**config.mk**
```make
export PLATFORM = sky130hd
export DESIGN_NAME = isc_counter
export DESIGN_NICKNAME = d
export VERILOG_FILES = /design/src/hw/isc_pkg.sv /design/src/hw/isc_counter.sv
export SDC_FILE = /design/constraint.sdc
export NUM_CORES = 1
export LEC_CHECK = 0
export BUFFER_PORTS_ARGS = -buffer_cell sky130_fd_sc_hd__buf_2
export CORE_MARGIN = 2
export CORE_UTILIZATION = 37
export DETAILED_ROUTE_END_ITERATION = 16
export PLACE_DENSITY_LB_ADDON = 0.3
export SLEW_MARGIN = 20
export SYNTH_ARGS = -nofsm -noshare
export SYNTH_HDL_FRONTEND = slang
export SYNTH_SLANG_ARGS = --single-unit
```
**constraint.sdc**
```tcl
create_clock -name clk_sys -period 3.5 [get_ports clk_sys]
set_input_delay 0.525 -clock clk_sys [delete_from_list [all_inputs] [get_ports clk_sys]]
set_output_delay 0.525 -clock clk_sys [all_outputs]
set_load 0.02 [all_outputs]
```
**src/hw/isc_pkg.sv**
```systemverilog
// Constants and types for the instruction state counter
package isc_pkg;
  typedef enum logic [2:0] {
    ISC_FETCH = 3'b000,
    ISC_BRANCH = 3'b001,
    ISC_STACK = 3'b010,
    ISC_BYTE = 3'b011,
    ISC_WORD = 3'b100,
    ISC_INTERNAL = 3'b101
  } isc_kind_t;

  typedef enum logic [0:0] {
    ISC_IDLE = 1'b0,
    ISC_BUSY = 1'b1
  } isc_phase_t;

  // State cost of each cycle kind
  localparam logic [3:0] COST_MEM = 4'h2;
  localparam logic [3:0] COST_PERIPH_FAST = 4'h2;
  localparam logic [3:0] COST_PERIPH_SLOW = 4'h3;
  localparam logic [3:0] COST_INTERNAL = 4'h1;

  // Opcode fields
  localparam logic [7:0] OP_IMM32_GROUP = 8'h7A;
  localparam logic [3:0] OP_IMM32_ADD = 4'h1;
  localparam logic [3:0] OP_IMM32_AND = 4'h6;
  localparam logic [7:0] OP_BIT_IND_A = 8'h7C;
  localparam logic [7:0] OP_BIT_IND_B = 8'h7D;
  localparam logic [7:0] OP_BIT_ABS_A = 8'h7E;
  localparam logic [7:0] OP_BIT_ABS_B = 8'h7F;
  localparam int REG_SEL_LSB = 4;
  localparam logic [7:0] IMM32_FETCHES = 8'h03;

  localparam logic [15:0] RESET_ACC = 16'h0000;
  localparam logic [7:0] RESET_COUNT = 8'h00;
endpackage

```
**src/hw/isc_counter.sv**
```systemverilog
// Instruction execution state counter
`timescale 1ns/1ps
module isc_counter (
  input wire logic clk_sys,
  input wire logic reset,
  input wire logic instr_start,
  input wire logic [7:0] opcode_hi,
  input wire logic [7:0] opcode_lo,
  input wire logic cycle_valid,
  input wire isc_pkg::isc_kind_t cycle_kind,
  input wire logic cycle_periph,
  input wire logic periph_slow,
  input wire logic cycle_last,
  output logic [15:0] state_total,
  output logic total_valid,
  output logic [7:0] fetch_count,
  output logic [7:0] branch_count,
  output logic [7:0] stack_count,
  output logic [7:0] byte_count,
  output logic [7:0] word_count,
  output logic [7:0] internal_count,
  output logic imm32_add,
  output logic imm32_and,
  output logic profile_error,
  output logic bit_reg_indirect,
  output logic bit_absolute,
  output logic [2:0] bit_reg_sel,
  output logic [7:0] bit_abs_addr
);
  typedef struct packed {
    isc_pkg::isc_phase_t phase;
    logic [15:0] acc;
    logic [15:0] total;
    logic done;
    logic [7:0] n_fetch;
    logic [7:0] n_branch;
    logic [7:0] n_stack;
    logic [7:0] n_byte;
    logic [7:0] n_word;
    logic [7:0] n_internal;
    logic periph_seen;
    logic imm_add;
    logic imm_and;
    logic err;
    logic bit_ind;
    logic bit_abs;
    logic [2:0] reg_sel;
    logic [7:0] abs_addr;
  } isc_state_t;

  isc_state_t st;
  isc_state_t next_st;
  logic [3:0] cyc_cost;
  logic cyc_take;

  // Peripheral figures apply to data access only; code and stack are in
  // on-chip memory, so any location flag on those kinds is ignored.
  function automatic logic [3:0] cost_of(isc_pkg::isc_kind_t kind,
                                         logic periph, logic slow);
    logic [3:0] c;
    c = isc_pkg::COST_MEM;
    case (kind)
      isc_pkg::ISC_BYTE, isc_pkg::ISC_WORD: begin
        if (periph) begin
          c = slow ? isc_pkg::COST_PERIPH_SLOW
                   : isc_pkg::COST_PERIPH_FAST;
        end else begin
          c = isc_pkg::COST_MEM;
        end
      end
      isc_pkg::ISC_INTERNAL: c = isc_pkg::COST_INTERNAL;
      default: c = isc_pkg::COST_MEM;
    endcase
    return c;
  endfunction

  function automatic logic [15:0] mem_weight(isc_state_t s);
    return {7'h00, s.n_fetch, 1'b0} + {7'h00, s.n_branch, 1'b0}
         + {7'h00, s.n_stack, 1'b0} + {7'h00, s.n_byte, 1'b0}
         + {7'h00, s.n_word, 1'b0} + {8'h00, s.n_internal};
  endfunction

  assign cyc_take = cycle_valid
    && (instr_start || st.phase == isc_pkg::ISC_BUSY);
  assign cyc_cost = cost_of(cycle_kind, cycle_periph, periph_slow);

  always_comb begin
    logic is_imm;
    logic end_now;
    is_imm = 1'b0;
    end_now = 1'b0;
    next_st = st;
    next_st.done = 1'b0;
    if (instr_start) begin
      next_st.phase = isc_pkg::ISC_BUSY;
      next_st.acc = isc_pkg::RESET_ACC;
      next_st.n_fetch = isc_pkg::RESET_COUNT;
      next_st.n_branch = isc_pkg::RESET_COUNT;
      next_st.n_stack = isc_pkg::RESET_COUNT;
      next_st.n_byte = isc_pkg::RESET_COUNT;
      next_st.n_word = isc_pkg::RESET_COUNT;
      next_st.n_internal = isc_pkg::RESET_COUNT;
      next_st.periph_seen = 1'b0;
      next_st.err = 1'b0;
      next_st.imm_add = opcode_hi == isc_pkg::OP_IMM32_GROUP
        && opcode_lo[7:4] == isc_pkg::OP_IMM32_ADD && !opcode_lo[3];
      next_st.imm_and = opcode_hi == isc_pkg::OP_IMM32_GROUP
        && opcode_lo[7:4] == isc_pkg::OP_IMM32_AND && !opcode_lo[3];
      next_st.bit_ind = opcode_hi == isc_pkg::OP_BIT_IND_A
        || opcode_hi == isc_pkg::OP_BIT_IND_B;
      next_st.bit_abs = opcode_hi == isc_pkg::OP_BIT_ABS_A
        || opcode_hi == isc_pkg::OP_BIT_ABS_B;
      next_st.reg_sel = next_st.bit_ind
        ? opcode_lo[isc_pkg::REG_SEL_LSB +: 3] : 3'h0;
      next_st.abs_addr = next_st.bit_abs ? opcode_lo : 8'h00;
    end
    is_imm = next_st.imm_add || next_st.imm_and;
    if (cyc_take) begin
      next_st.acc = next_st.acc + {12'h000, cyc_cost};
      if (cycle_periph && (cycle_kind == isc_pkg::ISC_BYTE
          || cycle_kind == isc_pkg::ISC_WORD)) begin
        next_st.periph_seen = 1'b1;
      end
      case (cycle_kind)
        isc_pkg::ISC_FETCH: next_st.n_fetch = next_st.n_fetch + 8'h01;
        isc_pkg::ISC_BRANCH: next_st.n_branch = next_st.n_branch + 8'h01;
        isc_pkg::ISC_STACK: next_st.n_stack = next_st.n_stack + 8'h01;
        isc_pkg::ISC_BYTE: next_st.n_byte = next_st.n_byte + 8'h01;
        isc_pkg::ISC_WORD: next_st.n_word = next_st.n_word + 8'h01;
        default: next_st.n_internal = next_st.n_internal + 8'h01;
      endcase
      // Immediate 32-bit ops end on their third fetch whatever the
      // sequencer says; any other kind is flagged as a profile fault.
      if (is_imm) begin
        if (cycle_kind != isc_pkg::ISC_FETCH) begin
          next_st.err = 1'b1;
        end
        end_now = next_st.n_fetch == isc_pkg::IMM32_FETCHES;
      end else begin
        end_now = cycle_last;
      end
      if (end_now) begin
        next_st.total = next_st.acc;
        next_st.done = 1'b1;
        next_st.phase = isc_pkg::ISC_IDLE;
      end
    end
  end

  always_ff @(posedge clk_sys) begin
    if (reset) begin
      st <= '0;
    end else begin
      st <= next_st;
    end
  end

  assign state_total = st.total;
  assign total_valid = st.done;
  assign fetch_count = st.n_fetch;
  assign branch_count = st.n_branch;
  assign stack_count = st.n_stack;
  assign byte_count = st.n_byte;
  assign word_count = st.n_word;
  assign internal_count = st.n_internal;
  assign imm32_add = st.imm_add;
  assign imm32_and = st.imm_and;
  assign profile_error = st.err;
  assign bit_reg_indirect = st.bit_ind;
  assign bit_absolute = st.bit_abs;
  assign bit_reg_sel = st.reg_sel;
  assign bit_abs_addr = st.abs_addr;

  a_total_weighted: assert property (
    @(posedge clk_sys) disable iff (reset)
    total_valid && !st.periph_seen |-> state_total == mem_weight(st))
    else $error("total differs from weighted cycle counts");

  a_fetch_two: assert property (
    @(posedge clk_sys) disable iff (reset)
    cyc_take && !instr_start && cycle_kind == isc_pkg::ISC_FETCH
    |=> st.acc == $past(st.acc) + 16'h0002)
    else $error("fetch cycle not charged two states");

  a_byte_ram_two: assert property (
    @(posedge clk_sys) disable iff (reset)
    cyc_take && !instr_start && cycle_kind == isc_pkg::ISC_BYTE
    && !cycle_periph |=> st.acc == $past(st.acc) + 16'h0002)
    else $error("on-chip byte access not charged two states");

  a_stack_two: assert property (
    @(posedge clk_sys) disable iff (reset)
    cyc_take && !instr_start && (cycle_kind == isc_pkg::ISC_STACK
    || cycle_kind == isc_pkg::ISC_BRANCH)
    |=> st.acc == $past(st.acc) + 16'h0002)
    else $error("branch or stack cycle not charged two states");

  a_periph_cost: assert property (
    @(posedge clk_sys) disable iff (reset)
    cyc_take && !instr_start && cycle_kind == isc_pkg::ISC_BYTE
    && cycle_periph |=> st.acc == $past(st.acc)
    + ($past(periph_slow) ? 16'h0003 : 16'h0002))
    else $error("peripheral byte access cost wrong");

  a_imm_add_end: assert property (
    @(posedge clk_sys) disable iff (reset)
    cyc_take && !instr_start && st.imm_add && st.n_fetch == 8'h02
    && cycle_kind == isc_pkg::ISC_FETCH
    |=> total_valid && fetch_count == 8'h03)
    else $error("imm add did not end on third fetch");

  a_imm_add_total: assert property (
    @(posedge clk_sys) disable iff (reset)
    total_valid && imm32_add && !profile_error
    |-> fetch_count == 8'h03 && state_total == 16'h0006)
    else $error("imm add not three fetches");

  a_imm_and_total: assert property (
    @(posedge clk_sys) disable iff (reset)
    total_valid && imm32_and |-> fetch_count == 8'h03
    && (profile_error || (branch_count == 8'h00 && byte_count == 8'h00
    && stack_count == 8'h00 && word_count == 8'h00
    && internal_count == 8'h00)))
    else $error("imm AND profile wrong");

  a_bit_reg_field: assert property (
    @(posedge clk_sys) disable iff (reset)
    instr_start && (opcode_hi == 8'h7C || opcode_hi == 8'h7D)
    |=> bit_reg_indirect && !bit_absolute
    && bit_reg_sel == $past(opcode_lo[6:4]))
    else $error("register field not taken");

  a_bit_abs_field: assert property (
    @(posedge clk_sys) disable iff (reset)
    instr_start && (opcode_hi == 8'h7E || opcode_hi == 8'h7F)
    |=> bit_absolute && bit_abs_addr == $past(opcode_lo))
    else $error("absolute field not taken");

  a_start_clears: assert property (
    @(posedge clk_sys) disable iff (reset)
    instr_start && cycle_valid && cycle_kind == isc_pkg::ISC_FETCH
    && !cycle_last |=> st.acc == 16'h0002 && fetch_count == 8'h01
    && branch_count == 8'h00 && stack_count == 8'h00
    && byte_count == 8'h00 && !total_valid)
    else $error("start did not clear count");

  a_end_presents: assert property (
    @(posedge clk_sys) disable iff (reset)
    cyc_take && !instr_start && cycle_last && !st.imm_add && !st.imm_and
    |=> total_valid
    && state_total == $past(st.acc) + {12'h000, $past(cyc_cost)})
    else $error("total not presented at last cycle");
endmodule // isc_counter

```
# --- Word-level counts from Yosys, hierarchy flattened ---
# Cells that the tools add are included.
word_totals:
  inputBits: 26
  reg_bits: 99
  word_cells: 80
op_classes:
  n_reduce_logical: 18
  eq_ne: 13
  add_sub_neg: 7
  mux: 23
  n_bitwise: 1
ops:
  columns: ["operator", "count"]
  rows:
  - ["2-to-1 mux 83 bit", 1]
  - ["2-to-1 mux 65 bit", 1]
  - ["2-to-1 mux 8 bit", 8]
  - ["adder 8 x 1 -> 8 bit, second input constant", 6]
  - ["equality test 8 x 7 -> 1 bit, second input constant", 5]
  - ["2-to-1 mux 17 bit", 2]
  - ["adder 16 x 4 -> 16 bit", 1]
  - ["2-to-1 mux 1 bit", 9]
  - ["equality test 8 x 2 -> 1 bit, second input constant", 1]
  - ["one-hot mux 4 bit (2 select lines)", 1]
  - ["equality test 3 x 2 -> 1 bit, second input constant", 2]
  - ["equality test 3 bit, second input constant", 2]
  - ["logical AND 1 bit", 6]
  - ["logical OR 1 bit", 5]
  - ["OR reduction 5 bit", 1]
  - ["equality test 4 x 1 -> 1 bit, second input constant", 1]
  - ["equality test 4 x 3 -> 1 bit, second input constant", 1]
  - ["OR reduction 2 bit", 2]
  - ["equality test 3 x 1 -> 1 bit, second input constant", 1]
  - ["logical NOT 3 bit", 1]
  - ["2-to-1 mux 3 bit", 1]
  - ["nonzero test 3 bit", 1]
  - ["AND reduction 2 bit", 1]
  - ["logical NOT 1 bit", 1]
  - ["inverter 1 bit", 1]

# --- Depth between registers and ports, before layout ---
depth:
  ltp_word: 12
  ltp_mapped: 14
  depth_no_buf: 11

# --- Least setup slack after synthesis ---
# Ideal clock, no wire load.
synth_timing:
  path_type: "input to register"
  from: "in instr_start"
  to: "reg st[93] (netlist name)"
  required_ns: 3.372
  t_arrival_ns: 3.540
  path_slack_ns: -0.168
  cell_stages: 14
  path_buffers: 4
  path_cell_list: "clkbuf_1 -> clkbuf_1 -> clkbuf_1 -> clkinv_1 -> nand2_1 -> inv_1 -> ha_1 -> a21oi_1 -> or4b_2 -> clkbuf_1 -> or2_2 -> nor2_1 -> xnor2_1 -> nor2_1"
synth_between:
  elab_chain_len: 3
  elab_cells_between_ends: 5
  classes_between: "add/sub: 1; mux: 2; reduce/logical: 2"
synth_rtl:
  columns: ["element", "line_no", "source"]
  rows:
  - ["from (decl)", "isc_counter.sv:6", "input wire logic instr_start,"]
  - ["2-to-1 mux 17 bit / logical OR 1 bit (equally long branches)", "isc_counter.sv:94, isc_counter.sv:84", null]
  - ["adder 16 x 4 -> 16 bit / logical AND 1 bit (equally long branches)", "isc_counter.sv:119, isc_counter.sv:84", null]
  - ["2-to-1 mux 83 bit (*)", "isc_counter.sv:118", "if (cyc_take) begin"]
  - ["to (signal assigned)", "isc_counter.sv:154", "st <= next_st;"]
  - ["to (decl)", "isc_counter.sv:51", "isc_state_t st;"]
# Every way passes the cells marked *; elsewhere a longest branch is shown, timed or not.
# A chain may end at the register's enable or synchronous reset.

# --- Worst setup path in the final report ---
layout_timing:
  from: "in cycle_kind[1]"
  to: "reg st, in the netlist state_total[12]"
layout_between:
  elab_chain_len: 7
  elab_cells_between_ends: 13
  classes_between: "add/sub: 1; eq/ne: 4; mux: 5; reduce/logical: 3"
layout_rtl:
  columns: ["element", "line_no", "source"]
  rows:
  - ["from (decl)", "isc_counter.sv:10", "input wire isc_pkg::isc_kind_t cycle_kind,"]
  - ["branches (longest 7 deep; another with adder 16 x 4 -> 16 bit)", null, null]
# Parallel ways; which one is timed is not known. The select of a mux whose other input is x is not followed.

==> results.yml <==
status:
  status: "completed"
timing:
  finalCritPeriodShare_pct: 84.6
  setup_violations: 0
  setup_slack_ns: 0.540
  fmax_ghz: 0.338
  maxSlewHeadroom_pct: 53.1
  finalCriticalPeriod_ns: 2.96
  worst_pin_slew_ns: 0.689
  fin_skew_ns: 0.00834
  setup_tns_ns: 0
  slew_violations: 0
  hold-worst-slack_ns: 0.396
  rsz0062_at_grt: "false"
  final_hold_viol_count: 0
drt:
  drc_errors: 0
  num_vias: 3869
  via_per_inst: 4.86
  routed_wl_um: 11200
  first_pass_iters: 4
  wire_per_inst_um: 14.1
  dr.first_iter.drc_count: 173
  detail-route-antenna-nets: 0
critical_path:
  critPathCaptureType: "flop"
  arrival_ns: 3.20
  cp.required_ns: 3.74
  r2r_slack_ns: 0.79
  cp-start-kind: "input port"
  critPathMaxFanout: 6
  path_class: "in -> reg"
  reg2reg_from: "st[82]$_SDFF_PP0_"
  critPathLaunch: "cycle_kind[1]"
flow_run:
  max-cap-violations: 0
clocking:
  cts.clk_slew.worst_paths_ns: 0.06
  cts_root_buf: "clkbuf_16"
  cts.path.max_buffers: 2
  cts_tree: "done"
  ctsHoldBuffers: 0
  cts_resized: 0
  cts_buffers: 9
  post_cts_buffers: 0
  cts_max_level: 3
  insertion_delay_ns: 0.34
  clock_sinks: 98
synth:
  synth_top_area_share_pct: 38.8
  synth.avg_cell_area_um2: 8.59
  synth_largest_area_cell: "dfxtp_1"
  synth_xor_area_share_pct: 11.9
  synth_area_um2: 5060
  ys_seq_area_share_pct: 38.8
  yosysWarnings: 0
  synth-compound-area-share_pct: 7.69
  synth_cells: 589
  yosysMostFrequentCell: "nor2_1"
  synth_top_family_by_area: "simple AND/OR/NAND/NOR gates"
  yosysUniqueCellTypes: 53
  synth_seq_cells: 98
  synth_common_cells: "nor2_1, dfxtp_1, buf_4, xor2_1, nand2_1"
  synth_nets: 623
  synthAdderAreaFrac_pct: 2.13
  synthTopCellsByArea: "dfxtp_1, buf_4, nor2_1"
  synth_flop_cell: "dfxtp_1"
  synthMuxAreaShare_pct: 2.22
  async_flop_share_pct: 0
  yosys.area_share.simple_pct: 23.4
  synth_edf_count: 0
global_route:
  grt_pass1_wl_um: 18400
  track_usage_pct: 16.0
  grt_remaining_overflow: 0
  grt_max_degree: 60
  grt_pass1_vias: 3679
  antenna_found_initial: 0
layout:
  stdcell_count: 796
  area_delta_synth_final_pct: 9.27
  nNetsFinal: 650
  antenna_cells: 0
  utilization_pct: 41.6
  num-fill-cells: 1340
  drive_gt1_share_pct: 23.5
  design_area_um2: 5530
floorplanning:
  rows: 42
  initial_utilization_pct: 38.1
  die_area_um2: 14600
  io_pins: 107
  fp.dieH_um: 121
  core-area_um2: 13300
  fp.dieW_um: 121
place:
  place.port_buffers: 106
  gp_congestion: 0.810
  dp.cells: 781
  post-place-ws_ns: 0.216
  dpl-instance-area_um2: 5230
  dpl.hpwl_um: 7980
power:
  p_leak_nw: 2.25
  power_mw: 2.28
  p_per_area_nw_per_um2: 413
  ir_drop_mv: 0.222
min_path:
  min-delay-start: "cycle_valid"
  hold_path_class: "in -> reg"
[final cells by class]
cell class                      instances  area, µm²  area share [%]
Timing Repair Buffer                  117        613            11.1
Sequential cell                        98       1960            35.5
Inverter                                8       30.0           0.543
Clock buffer                           13        270            4.89
Tap cell                              176        220            3.98
Multi-Input combinational cell        382       2400            43.4
Clock inverter                          2       35.0           0.633
[cells by family (layout without fill, tap and decap cells)]
group           after synthesis  in the layout
fa+ha+maj                     8              8
compound gates               55             55
mux                          10             10
simple gates                240            240
flops                        98             98
xor+xnor                     69             69
buf+inv                     109            140
[final timing paths]
kind,end,depth (start not counted)
worst min register to register,state_total[0]$_SDFFE_PP0P_,2
worst max register to register,state_total[12]$_SDFFE_PP0P_,10
worst min-delay path,st[98]$_SDFF_PP0_,2
worst max-delay path,state_total[12]$_SDFFE_PP0P_,12
[cell usage in the layout, fill, tap and decap left out, types with 3 or more instances in the layout]
master	instances
nor3_1	5
buf_4	11
dfxtp_1	98
mux2_2	3
clkbuf_8	3
nor4_1	9
a211oi_1	8
xnor2_1	32
a21oi_1	16
mux2i_1	5
nand4_1	16
inv_1	6
buf_2	106
nor2b_1	21
nor2_1	102
xor2_1	37
a31o_1	7
a22oi_1	12
and2_1	3
nand3_1	20
and4_1	4
clkbuf_16	9
ha_1	7
nand2_1	33
and3_1	8
[routing by layer]
| metal | track usage (%) | vias to the layer above | wire, µm |
|---|---|---|---|
| li1 | - | 1961 | - |
| met1 | 20.7 | 1807 | 5280 |
| met2 | 25.8 | 90 | 5200 |
| met3 | 3.85 | 11 | 591 |
| met4 | 6.40 | 0 | 172 |
| met5 | 0 | - | 0 |
[state kept, by name (all words and copies together), names as in the netlist, 3 cells and up]
signal / cells
bit_abs_addr: 8
bit_reg_sel: 3
branch_count: 8
byte_count: 8
fetch_count: 8
internal_count: 8
st: 17
stack_count: 8
state_total: 16
word_count: 8
[worst max-delay path: stages]
cell      delay [ns]
buf_2           0.13
nand2b_1        0.18
o22ai_1         0.23
ha_1            0.23
inv_1           0.06
fa_1            0.43
or3b_2          0.49
nor4_1          0.35
nand3_1         0.14
xor2_1          0.16
nor4_1          0.06
a31o_1          0.21
[power breakdown]
part	leakage [nW]	total, mW	switching (mW)	internal (mW)
Clock	0.152	1.01	0.404	0.608
Sequential	0.791	1.13	0.00609	1.12
Combinational	1.31	0.140	0.0971	0.0430
Total	2.25	2.28	0.507	1.78
Note: power is estimated with default switching activity, not from simulation.
